## src/flash_self_program_pkg.sv

```systemverilog
// constants, types and register map of the flash self-programming control unit
// assumes one 25 MHz system clock shared with the processor core and the flash array
`default_nettype none

package flash_self_program_pkg;

   // ==========================================================
   // timing
   localparam int CLK_PERIOD_NS = 40;
   localparam int PROG_TIME_MIN_NS = 3700000;
   localparam int PROG_TIME_MAX_NS = 4500000;
   localparam int PROG_CYCLES_MIN = (PROG_TIME_MIN_NS + CLK_PERIOD_NS - 1) / CLK_PERIOD_NS;
   localparam int PROG_CYCLES_MAX = PROG_TIME_MAX_NS / CLK_PERIOD_NS;
   localparam int PROG_CNT_W = 17;
   localparam int SPM_WINDOW = 4;
   localparam int LPM_WINDOW = 3;
   localparam int WIN_CNT_W = 3;

   // ==========================================================
   // flash addressing
   localparam int PAGE_WORD_BITS = 5;
   localparam int PAGE_WORDS = 1 << PAGE_WORD_BITS;
   localparam int PAGE_BITS = 16 - 1 - PAGE_WORD_BITS;
   localparam logic [15:0] BUF_ERASED = 16'hFFFF;

   // ==========================================================
   // register map
   localparam logic [7:0] PMCS_INDEX = 8'h37;
   localparam logic [31:0] PMCS_ADDR = {22'h000000, PMCS_INDEX, 2'h0};
   localparam logic [4:0] CTRL_RESET = 5'h00;
   localparam int BIT_ENABLE = 0;
   localparam int BIT_ERASE = 1;
   localparam int BIT_WRITE = 2;
   localparam int BIT_RFL = 3;
   localparam int BIT_CLEAR_PAGE_BUFFER_BIT = 4;
   localparam logic [4:0] CMD_STORE = 5'h01;
   localparam logic [4:0] CMD_ERASE = 5'h03;
   localparam logic [4:0] CMD_WRITE = 5'h05;
   localparam logic [4:0] CMD_RFL = 5'h09;
   localparam logic [4:0] CMD_CLEAR_PAGE_BUFFER_BIT = 5'h11;

   // ==========================================================
   // fuse and lock read selection by pointer bits 1:0
   localparam logic [1:0] PTR_FUSE_LOW = 2'h0;
   localparam logic [1:0] PTR_LOCK = 2'h1;
   localparam logic [1:0] PTR_FUSE_HIGH = 2'h3;
   localparam logic [7:0] NV_UNUSED = 8'hFF;

   // ==========================================================
   // types
   typedef enum logic [2:0] {
      MODE_IDLE = 3'h0,
      MODE_STORE = 3'h1,
      MODE_ERASE = 3'h2,
      MODE_WRITE = 3'h3,
      MODE_RFL = 3'h4,
      MODE_BUSY_ERASE = 3'h5,
      MODE_BUSY_WRITE = 3'h6
   } mode_t;

   typedef struct packed {
      logic store_program_instruction;
      logic load_program_byte_instruction;
      logic [15:0] ptr;
      logic [15:0] data_pair;
   } core_req_t;

   typedef struct packed {
      logic stall;
      logic load_valid;
      logic [7:0] load_data;
   } core_rsp_t;

   typedef struct packed {
      logic [7:0] fuse_low_programmed;
      logic [7:0] fuse_high_programmed;
      logic [1:0] lock_programmed;
   } nv_bits_t;

   typedef struct packed {
      logic [15:0] rd_word;
      logic [PAGE_WORD_BITS-1:0] buf_index;
   } flash_rsp_t;

   typedef struct packed {
      logic erase;
      logic write;
      logic [PAGE_BITS-1:0] page;
      logic [14:0] rd_word_addr;
      logic [15:0] buf_word;
   } flash_cmd_t;

endpackage

`default_nettype wire

```

## src/cycle_countdown.sv

```systemverilog
// loadable down counter with an expiry flag
// assumes clear and load come from logic on the same clock
`default_nettype none

module cycle_countdown #(
   parameter int W = 3
) (
   // clock, enable and clear
   input wire logic clk,
   input wire logic ce,
   input wire logic clear,
   // control
   input wire logic load,
   input wire logic [W-1:0] load_value,
   // state
   output logic [W-1:0] remaining,
   output logic expiring
);

   // ==========================================================
   // counter
   always_ff @(posedge clk) begin
      if (clear) begin
         remaining <= '0;
      end else if (ce) begin
         if (load) begin
            remaining <= load_value;
         end else if (remaining != '0) begin
            remaining <= remaining - W'(1);
         end
      end
   end

   assign expiring = (remaining == W'(1));

endmodule

`default_nettype wire

```

## src/wb_reg_port.sv

```systemverilog
// classic wishbone slave for the program-memory control register
// assumes a single-cycle classic master; unmapped reads return zero
`default_nettype none

module wb_reg_port
   import flash_self_program_pkg::*;
(
   // clock and reset
   input wire logic clk,
   input wire logic ce,
   input wire logic reset_n,
   // wishbone slave
   input wire logic wb_cyc_i,
   input wire logic wb_stb_i,
   input wire logic wb_we_i,
   input wire logic [31:0] wb_adr_i,
   input wire logic [3:0] wb_sel_i,
   input wire logic [31:0] wb_dat_i,
   output logic [31:0] wb_dat_o,
   output logic wb_ack_o,
   // register side
   input wire logic [7:0] ctrl_rd_value,
   output logic ctrl_wr_en,
   output logic [7:0] ctrl_wr_value
);

   logic req;
   logic ctrl_hit;

   assign req = wb_cyc_i && wb_stb_i;
   assign ctrl_hit = (wb_adr_i == PMCS_ADDR);

   // ==========================================================
   // answer one cycle after the request, drop ack the cycle after
   always_ff @(posedge clk) begin
      if (!reset_n) begin
         wb_ack_o <= 1'b0;
      end else if (ce) begin
         wb_ack_o <= req && !wb_ack_o;
      end
   end

   always_ff @(posedge clk) begin
      if (!reset_n) begin
         wb_dat_o <= 32'h00000000;
      end else if (ce && req && !wb_ack_o) begin
         wb_dat_o <= (ctrl_hit && !wb_we_i) ? {24'h000000, ctrl_rd_value} : 32'h00000000;
      end
   end

   // write lands on the edge where the master samples ack
   assign ctrl_wr_en = ce && req && wb_ack_o && wb_we_i && wb_sel_i[0] && ctrl_hit;
   assign ctrl_wr_value = wb_dat_i[7:0];

endmodule

`default_nettype wire

```

## src/flash_self_program_control.sv

```systemverilog
// flash self-programming control: command register, page buffer, fuse/lock reads
// assumes core, eeprom flag, fuse bits and flash array share this clock
`default_nettype none

module flash_self_program_control
   import flash_self_program_pkg::*;
#(
   parameter int PROG_CYCLES = PROG_CYCLES_MIN
) (
   // clock, enable and resets
   input wire logic clk,
   input wire logic ce,
   input wire logic reset_n,
   input wire logic brownout_reset_n,
   // wishbone slave
   input wire logic wb_cyc_i,
   input wire logic wb_stb_i,
   input wire logic wb_we_i,
   input wire logic [31:0] wb_adr_i,
   input wire logic [3:0] wb_sel_i,
   input wire logic [31:0] wb_dat_i,
   output logic [31:0] wb_dat_o,
   output logic wb_ack_o,
   // processor core
   input wire core_req_t core_req,
   output core_rsp_t core_rsp,
   // eeprom and non-volatile bits
   input wire logic eeprom_write_active_flag,
   input wire nv_bits_t nv_bits,
   // flash array
   input wire flash_rsp_t flash_rsp,
   output flash_cmd_t flash_cmd
);

   localparam logic [WIN_CNT_W-1:0] RFL_LAST = WIN_CNT_W'(SPM_WINDOW - LPM_WINDOW + 1);

   mode_t mode_q;
   mode_t mode_d;
   logic [WIN_CNT_W-1:0] win_rem;
   logic win_expiring;
   logic [PROG_CNT_W-1:0] op_rem;
   logic op_expiring;
   logic ctrl_wr_en;
   logic [7:0] ctrl_wr_value;
   logic [4:0] cmd;
   logic cmd_valid;
   logic cmd_taken;
   logic clear_page_buffer_bit_taken;
   logic spm_ok;
   logic fuse_hit;
   logic store_hit;
   logic op_start;
   logic soft_clear;
   logic [PAGE_WORD_BITS-1:0] word_index;
   logic [PAGE_BITS-1:0] page_index;
   logic [15:0] buf_mem [PAGE_WORDS];
   logic [PAGE_WORDS-1:0] buf_valid_q;
   logic lpm_p1_q;
   logic fuse_sel_q;
   logic [1:0] ptr_lo_q;

   function automatic logic is_busy(input mode_t m);
      is_busy = (m == MODE_BUSY_ERASE) || (m == MODE_BUSY_WRITE);
   endfunction

   function automatic logic [4:0] ctrl_bits(input mode_t m);
      case (m)
         MODE_STORE: ctrl_bits = CMD_STORE;
         MODE_ERASE, MODE_BUSY_ERASE: ctrl_bits = CMD_ERASE;
         MODE_WRITE, MODE_BUSY_WRITE: ctrl_bits = CMD_WRITE;
         MODE_RFL: ctrl_bits = CMD_RFL;
         default: ctrl_bits = CTRL_RESET;
      endcase
   endfunction

   function automatic logic [7:0] nv_byte(input logic [1:0] sel, input nv_bits_t nv);
      case (sel)
         PTR_FUSE_LOW: nv_byte = ~nv.fuse_low_programmed;
         PTR_LOCK: nv_byte = {NV_UNUSED[7:2], ~nv.lock_programmed};
         PTR_FUSE_HIGH: nv_byte = ~nv.fuse_high_programmed;
         default: nv_byte = NV_UNUSED;
      endcase
   endfunction

   // ==========================================================
   // register port
   wb_reg_port u_wb (
      .clk(clk),
      .ce(ce),
      .reset_n(reset_n && brownout_reset_n),
      .wb_cyc_i(wb_cyc_i),
      .wb_stb_i(wb_stb_i),
      .wb_we_i(wb_we_i),
      .wb_adr_i(wb_adr_i),
      .wb_sel_i(wb_sel_i),
      .wb_dat_i(wb_dat_i),
      .wb_dat_o(wb_dat_o),
      .wb_ack_o(wb_ack_o),
      .ctrl_rd_value({3'h0, ctrl_bits(mode_q)}),
      .ctrl_wr_en(ctrl_wr_en),
      .ctrl_wr_value(ctrl_wr_value)
   );

   // ==========================================================
   // command decode
   assign cmd = ctrl_wr_value[4:0];
   assign cmd_valid = (cmd == CMD_STORE) || (cmd == CMD_ERASE) || (cmd == CMD_WRITE)
      || (cmd == CMD_RFL);
   // arming is refused while the eeprom is being written or an operation runs
   assign cmd_taken = ctrl_wr_en && !eeprom_write_active_flag && (mode_q == MODE_IDLE)
      && cmd_valid;
   assign clear_page_buffer_bit_taken = ctrl_wr_en && !eeprom_write_active_flag && (mode_q == MODE_IDLE)
      && (cmd == CMD_CLEAR_PAGE_BUFFER_BIT);
   assign spm_ok = core_req.store_program_instruction && !eeprom_write_active_flag;
   assign fuse_hit = (mode_q == MODE_RFL) && core_req.load_program_byte_instruction
      && !eeprom_write_active_flag;
   assign store_hit = (mode_q == MODE_STORE) && spm_ok;
   assign op_start = ((mode_q == MODE_ERASE) || (mode_q == MODE_WRITE)) && spm_ok;
   assign word_index = core_req.ptr[PAGE_WORD_BITS:1];
   assign page_index = core_req.ptr[15:PAGE_WORD_BITS+1];
   // system reset spares a running operation; brownout does not
   assign soft_clear = !brownout_reset_n || (!reset_n && !is_busy(mode_q));

   // ==========================================================
   // command window and operation timer
   cycle_countdown #(.W(WIN_CNT_W)) u_window (
      .clk(clk),
      .ce(ce),
      .clear(soft_clear),
      .load(cmd_taken),
      .load_value(WIN_CNT_W'(SPM_WINDOW)),
      .remaining(win_rem),
      .expiring(win_expiring)
   );

   // length picked at the short end so a slow oscillator still meets the window
   cycle_countdown #(.W(PROG_CNT_W)) u_op_timer (
      .clk(clk),
      .ce(ce),
      .clear(!brownout_reset_n),
      .load(op_start),
      .load_value(PROG_CNT_W'(PROG_CYCLES)),
      .remaining(op_rem),
      .expiring(op_expiring)
   );

   // ==========================================================
   // mode sequencer
   always_comb begin
      mode_d = mode_q;
      case (mode_q)
         MODE_IDLE: begin
            if (cmd_taken) begin
               case (cmd)
                  CMD_STORE: mode_d = MODE_STORE;
                  CMD_ERASE: mode_d = MODE_ERASE;
                  CMD_WRITE: mode_d = MODE_WRITE;
                  default: mode_d = MODE_RFL;
               endcase
            end
         end
         MODE_STORE: begin
            if (spm_ok || win_expiring) begin
               mode_d = MODE_IDLE;
            end
         end
         MODE_ERASE: begin
            if (spm_ok) begin
               mode_d = MODE_BUSY_ERASE;
            end else if (win_expiring) begin
               mode_d = MODE_IDLE;
            end
         end
         MODE_WRITE: begin
            if (spm_ok) begin
               mode_d = MODE_BUSY_WRITE;
            end else if (win_expiring) begin
               mode_d = MODE_IDLE;
            end
         end
         MODE_RFL: begin
            if (core_req.load_program_byte_instruction || spm_ok || (win_rem == RFL_LAST)) begin
               mode_d = MODE_IDLE;
            end
         end
         MODE_BUSY_ERASE, MODE_BUSY_WRITE: begin
            if (op_expiring) begin
               mode_d = MODE_IDLE;
            end
         end
         default: mode_d = MODE_IDLE;
      endcase
   end

   always_ff @(posedge clk) begin
      if (soft_clear) begin
         mode_q <= MODE_IDLE;
      end else if (ce) begin
         mode_q <= mode_d;
      end
   end

   // ==========================================================
   // core halt and flash array commands
   always_ff @(posedge clk) begin
      if (soft_clear) begin
         core_rsp.stall <= 1'b0;
         flash_cmd.erase <= 1'b0;
         flash_cmd.write <= 1'b0;
      end else if (ce) begin
         core_rsp.stall <= is_busy(mode_d);
         flash_cmd.erase <= (mode_d == MODE_BUSY_ERASE);
         flash_cmd.write <= (mode_d == MODE_BUSY_WRITE);
      end
   end

   always_ff @(posedge clk) begin
      if (!brownout_reset_n) begin
         flash_cmd.page <= '0;
      end else if (ce && op_start) begin
         flash_cmd.page <= page_index;
      end
   end

   // ==========================================================
   // temporary page buffer
   always_ff @(posedge clk) begin
      if (!brownout_reset_n || (!reset_n && mode_q != MODE_BUSY_WRITE)) begin
         buf_valid_q <= '0;
      end else if (ce) begin
         if (clear_page_buffer_bit_taken) begin
            buf_valid_q <= '0;
         end else if (eeprom_write_active_flag) begin
            buf_valid_q <= '0;
         end else if ((mode_q == MODE_BUSY_WRITE) && op_expiring) begin
            buf_valid_q <= '0;
         end else if (store_hit) begin
            buf_valid_q[word_index] <= 1'b1;
         end
      end
   end

   // data pair is ignored for erase and write
   always_ff @(posedge clk) begin
      if (ce && store_hit) begin
         buf_mem[word_index] <= core_req.data_pair;
      end
   end

   always_ff @(posedge clk) begin
      if (!brownout_reset_n) begin
         flash_cmd.buf_word <= BUF_ERASED;
      end else if (ce) begin
         flash_cmd.buf_word <= buf_valid_q[flash_rsp.buf_index] ?
            buf_mem[flash_rsp.buf_index] : BUF_ERASED;
      end
   end

   // ==========================================================
   // byte loads: flash bytes or fuse and lock bytes, two cycles after the load
   always_ff @(posedge clk) begin
      if (!reset_n || !brownout_reset_n) begin
         lpm_p1_q <= 1'b0;
         fuse_sel_q <= 1'b0;
         ptr_lo_q <= 2'h0;
         flash_cmd.rd_word_addr <= '0;
      end else if (ce) begin
         lpm_p1_q <= core_req.load_program_byte_instruction;
         if (core_req.load_program_byte_instruction) begin
            fuse_sel_q <= fuse_hit;
            ptr_lo_q <= core_req.ptr[1:0];
            flash_cmd.rd_word_addr <= core_req.ptr[15:1];
         end
      end
   end

   always_ff @(posedge clk) begin
      if (!reset_n || !brownout_reset_n) begin
         core_rsp.load_valid <= 1'b0;
         core_rsp.load_data <= 8'h00;
      end else if (ce) begin
         core_rsp.load_valid <= lpm_p1_q;
         if (lpm_p1_q) begin
            if (fuse_sel_q) begin
               core_rsp.load_data <= nv_byte(ptr_lo_q, nv_bits);
            end else if (ptr_lo_q[0]) begin
               core_rsp.load_data <= flash_rsp.rd_word[15:8];
            end else begin
               core_rsp.load_data <= flash_rsp.rd_word[7:0];
            end
         end
      end
   end

   // ==========================================================
   // checks
   property p_reserved_zero;
      @(posedge clk) disable iff (!reset_n || !brownout_reset_n || !ce)
      wb_ack_o |-> (wb_dat_o[7:5] == 3'h0);
   endproperty
   a_reserved_zero: assert property (p_reserved_zero) else $error("reserved bits not zero");

   property p_store_timeout;
      @(posedge clk) disable iff (!reset_n || !brownout_reset_n || !ce)
      (mode_q == MODE_STORE) && win_expiring && !spm_ok |=> (mode_q == MODE_IDLE);
   endproperty
   a_store_timeout: assert property (p_store_timeout) else $error("enable outlived window");

   property p_rfl_timeout;
      @(posedge clk) disable iff (!reset_n || !brownout_reset_n || !ce)
      $rose(mode_q == MODE_RFL) |-> ##[0:2] (mode_q == MODE_RFL) ##1 (mode_q == MODE_IDLE);
   endproperty
   a_rfl_timeout: assert property (p_rfl_timeout) else $error("read mode outlived window");

   property p_fuse_latency;
      @(posedge clk) disable iff (!reset_n || !brownout_reset_n || !ce)
      fuse_hit && (core_req.ptr[1:0] == PTR_LOCK) |-> ##2 core_rsp.load_valid
         && (core_rsp.load_data[1:0] == ~$past(nv_bits.lock_programmed, 2));
   endproperty
   a_fuse_latency: assert property (p_fuse_latency) else $error("lock read wrong");

   property p_fuse_high;
      @(posedge clk) disable iff (!reset_n || !brownout_reset_n || !ce)
      fuse_hit && (core_req.ptr[1:0] == PTR_FUSE_HIGH) |-> ##2
         (core_rsp.load_data == ~$past(nv_bits.fuse_high_programmed, 2));
   endproperty
   a_fuse_high: assert property (p_fuse_high) else $error("high fuse read wrong");

   property p_op_halts;
      @(posedge clk) disable iff (!reset_n || !brownout_reset_n || !ce)
      op_start |=> core_rsp.stall && (flash_cmd.erase || flash_cmd.write)
         && (op_rem == PROG_CNT_W'(PROG_CYCLES));
   endproperty
   a_op_halts: assert property (p_op_halts) else $error("operation did not halt core");

   property p_op_length;
      @(posedge clk) disable iff (!brownout_reset_n || !ce)
      $past(core_rsp.stall) && !core_rsp.stall |-> ($past(op_rem) == PROG_CNT_W'(1));
   endproperty
   a_op_length: assert property (p_op_length) else $error("operation ended early");

   property p_eeprom_block;
      @(posedge clk) disable iff (!reset_n || !brownout_reset_n || !ce)
      ctrl_wr_en && eeprom_write_active_flag && (mode_q == MODE_IDLE) |=> (mode_q == MODE_IDLE);
   endproperty
   a_eeprom_block: assert property (p_eeprom_block) else $error("command taken in eeprom write");

   property p_bad_cmd;
      @(posedge clk) disable iff (!reset_n || !brownout_reset_n || !ce)
      ctrl_wr_en && (mode_q == MODE_IDLE) && !cmd_valid && (cmd != CMD_CLEAR_PAGE_BUFFER_BIT)
         && !eeprom_write_active_flag |=> (mode_q == MODE_IDLE) && $stable(buf_valid_q);
   endproperty
   a_bad_cmd: assert property (p_bad_cmd) else $error("undefined command acted");

   property p_buf_after_write;
      @(posedge clk) disable iff (!brownout_reset_n || !ce)
      (mode_q == MODE_BUSY_WRITE) && op_expiring |=> (buf_valid_q == '0) && !core_rsp.stall;
   endproperty
   a_buf_after_write: assert property (p_buf_after_write) else $error("buffer kept");

endmodule

`default_nettype wire

```

## config.mk

```make
export PLATFORM = sky130hd
export DESIGN_NAME = flash_self_program_control
export DESIGN_NICKNAME = d
export VERILOG_FILES = /design/src/flash_self_program_pkg.sv /design/src/cycle_countdown.sv /design/src/wb_reg_port.sv /design/src/flash_self_program_control.sv
export SDC_FILE = /design/constraint.sdc
export NUM_CORES = 1
export LEC_CHECK = 0
export BUFFER_PORTS_ARGS = -buffer_cell sky130_fd_sc_hd__buf_4
export CAP_MARGIN = 20
export CORE_ASPECT_RATIO = 1.1
export CORE_MARGIN = 2
export CORE_UTILIZATION = 66
export CTS_BUF_LIST = sky130_fd_sc_hd__clkbuf_8
export DETAILED_ROUTE_END_ITERATION = 6
export PLACE_DENSITY = 0.84
export SETUP_SLACK_MARGIN = 0.05
export SLEW_MARGIN = 20
export SYNTH_ARGS = -nofsm -noshare
export SYNTH_HDL_FRONTEND = slang
export SYNTH_SLANG_ARGS = --single-unit
```

## constraint.sdc

```tcl
create_clock -name clk -period 5.3 [get_ports clk]
set_clock_uncertainty 0.1 [all_clocks]
set_input_delay 1.325 -clock clk [delete_from_list [all_inputs] [get_ports clk]]
set_output_delay 1.325 -clock clk [all_outputs]
set_load 0.01 [all_outputs]
```

==> key figures <==
STA
  – Worst slew pin tran: 0.801 ns
  – Max-slew headroom: 46.6%
  – Fmax: 278 MHz
  – RSZ-0062 raised after global routing: false
  – Final setup fails: 0
  – Hold_ws: 0.361 ns
  – Final min period: 3.60 ns
  – Hold Fails Final Rpt: 0
  – Pins Over Slew Limit: 0
  – TNS Setup: 0 ns
  – Tcrit/Tclk final: 67.9%

Pwr
  – Logic pwr share: 9.2%
  – Seq pwr share: 54.6%
  – Pleak: 9.87 nW
  – Peak supply drop: 0.000264 V
  – Sw frac: 24.2%
  – Total Power: 10.0 mW
  – Pwr dens: 347 nW/um2
  – Pint: 7.58 mW
  – Clk pwr share: 36.2%
  – NetSw: 2.42 mW

Finish
  – Layout Nets: 1979
  – FILL cells: 2122
  – Post-Layout Cell Count: 2398
  – Layout cells sized above 1: 26.8%
  – Syn-to-layout area delta: 14.0%

Synth
  – Synthesized instance count: 1598
  – Top FF cell, synth: edfxtp_1
  – Synth top cells by count: edfxtp_1 (512), nor2_1 (156), dfxtp_1 (116)
  – Top cells by area, synth: edfxtp_1 (61%), mux4_2 (9.5%), dfxtp_1 (9.2%)
  – Post-synth ARST share: 0%
  – Yosys cell types: 61
  – Synth Cell Area: 25200 um2
  – Area leader, netlist: edfxtp_1
  – Part of the Yosys area used for sequential elements: 70.1%
  – Top-area cell type share of the netlist area: 60.9%
  – Post-Syn Area per Cell: 15.8 um2
  – Number of synthesized flops with an enable pin: 512
  – Synth warnings: 0
  – Yosys reg bits: 628
  – Top-count cell post-synth: edfxtp_1

CTS
  – CTS-repair resized insts: 0
  – Clk Latency, worst-skew pair: 0.65 ns
  – Longest Clk Path Bufs: 3
  – CTS sink count: 628
  – Post-CTS Setup Repair Bufs: 0
  – CTS H-tree depth: 3
  – CTS tree: done
  – CTS buffer count: 92
  – Clock slew seen by the registers of the worst setup and hold paths: 0.06 ns
  – CTS Root Cell: clkbuf_8
  – # hold bufs at CTS: 0

Die
  – Starting Density: 66.6%
  – Die width: 190 um
  – I/O pin cnt: 235
  – Total die area: 39800 um2
  – # rows: 75
  – DIE HEIGHT: 209 um
  – Core Region: 37900 um2

Critical path
  – Crit Path Max Fanout: 21
  – CP Data Arrival Time: 3.80 ns
  – FF-to-FF path depth: 5
  – Crit end category: flop
  – R2R Path End: buf_mem[31][15]$_DFFE_PP_
  – Setup crit start: ce
  – R2r setup slk: 2.34 ns
  – WS Path Type: in2reg
  – Reg2reg start: mode_q[0]$_SDFFE_PP0P_
  – CP Launch Type: input pin
  – WP data required: 5.51 ns

Routing
  – Wl on met1: 21400 um
  – Final wirelength: 59900 um
  – TritonRoute pass-1 iters: 7
  – Post-DR vias/cell: 6.41
  – Antenna-violating nets left: 0
  – Drt wl/cell: 25.0 um
  – DRC viols: 0
  – Met3 routed WL: 6050 um
  – Wire length on met2: 30000 um
  – Vias: 15400
  – Number of DRC markers in iteration 0: 1731
  – Highest Signal Layer: met4

Global routing
  – Number of global-route vias before repair: 15800
  – GRT Residual Overflow: 0
  – Largest net degree at the start of global routing: 70
  – Global-route wire length before repair: 90300 um
  – GRT Total Usage: 30.6%
  – Antenna violations before repair: 1

Run
  – Max cap viols: 0

Placement
  – Placed cells: 2229
  – RD Place Congestion: 0.846
  – HPWL Detailed: 36400 um
  – I/O Buffers: 176

Min path
  – WHS Path Cells: 2
  – Hold_sp: flash_cmd[21]$_SDFFE_PN0P_
  – HP Class: reg2reg
  – Hold path endpoint: flash_cmd[21]$_SDFFE_PN0P_

Run status
  – Status: complete, no violations
==> worst max-delay path: stages <==
cell and delay (ns):
buf_4 0.23, inv_1 0.28, nor4_1 0.71, nand3_1 0.65, nor2_1 0.27, buf_4 0.32
==> per-layer routing <==
layer / vias up / GRT usage, %
li1: 6623 / -
met1: 7598 / 39.2
met2: 974 / 51.5
met3: 171 / 6.57
met4: 0 / 12.4
met5: - / 0
==> registers in the layout, summed over array words and instances, names as in the netlist <==
signal	cells
mode_q	3
flash_cmd	43
u_wb.wb_dat_o	4
buf_mem	512
u_wb.wb_ack_o	1
ptr_lo_q	1
u_window.remaining	3
fuse_sel_q	1
lpm_p1_q	1
buf_valid_q	32
u_op_timer.remaining	17
core_rsp	10
==> through the flow <==
stage	setup WS (ns)	area (um2)	utilization, %
after floorplan	1.71	25400	-
after global placement	1.22	27100	71.4
after detailed placement	1.16	27100	71.4
after CTS	1.81	28800	75.9
after global routing	1.61	28800	75.9
final	1.70	28800	75.9
==> how the worst max path moves through the flow <==
stage,endpoint,slack (ns),cells past startpoint
finish,buf_mem[31][15]$_DFFE_PP_,1.70,6
global route,buf_mem[3][13]$_DFFE_PP_,1.61,6
CTS,flash_cmd[4]$_SDFFE_PN1P_,1.81,7
detailed placement,buf_mem[27][8]$_DFFE_PP_,1.16,6
global placement,flash_cmd[2]$_SDFFE_PN1P_,1.22,7
floorplan,buf_mem[31][0]$_DFFE_PP_,1.71,4
==> layout by cell type, fill, tap and decap left out, types with 40 or more instances in the layout <==
cell	synthesis	final
edfxtp_1	512	512
buf_4	34	217
nor2_1	156	156
dfxtp_1	116	116
nand2_1	109	108
mux4_2	106	106
a21oi_1	103	103
clkbuf_8	0	99
a22oi_1	57	57
inv_1	8	44
mux2i_1	40	40
==> final cells by class <==
cell class	instances	area (um2)	share of cell area [%]
Sequential cell	628	17700	61.5
Multi-Input combinational cell	873	7030	24.4
Timing Repair Buffer	220	1680	5.85
Clock buffer	99	1360	4.74
Tap cell	500	626	2.17
Clock inverter	69	348	1.21
Inverter	8	30.0	0.104
Antenna cell	1	2.50	0.00870
==> kinds of logic after synthesis <==
kind of cell / after synthesis / synth area share, %
buffers and inverters: 124 / 2.49
adder cells (fa/ha/maj): 8 / 0.387
other: 1 / 0.0149
flip-flops: 628 / 70.1
multiplexers: 182 / 12.6
XOR/XNOR: 15 / 0.520
AO/OA/AOI/OAI: 251 / 6.64
AND/OR/NAND/NOR: 389 / 7.22
==> power groups by stage <==
stage          clock network, mW  logic (mW)  registers, mW
2_1_floorplan                  0       0.602           5.55
3_3_place_gp                   0       0.869           5.55
3_5_place_dp                   0       0.902           5.56
4_1_cts                     3.66       0.912           5.45
5_1_grt                     3.86       0.992           5.46
6_report                    3.62       0.923           5.46
Note: power is estimated with default switching activity, not from simulation.
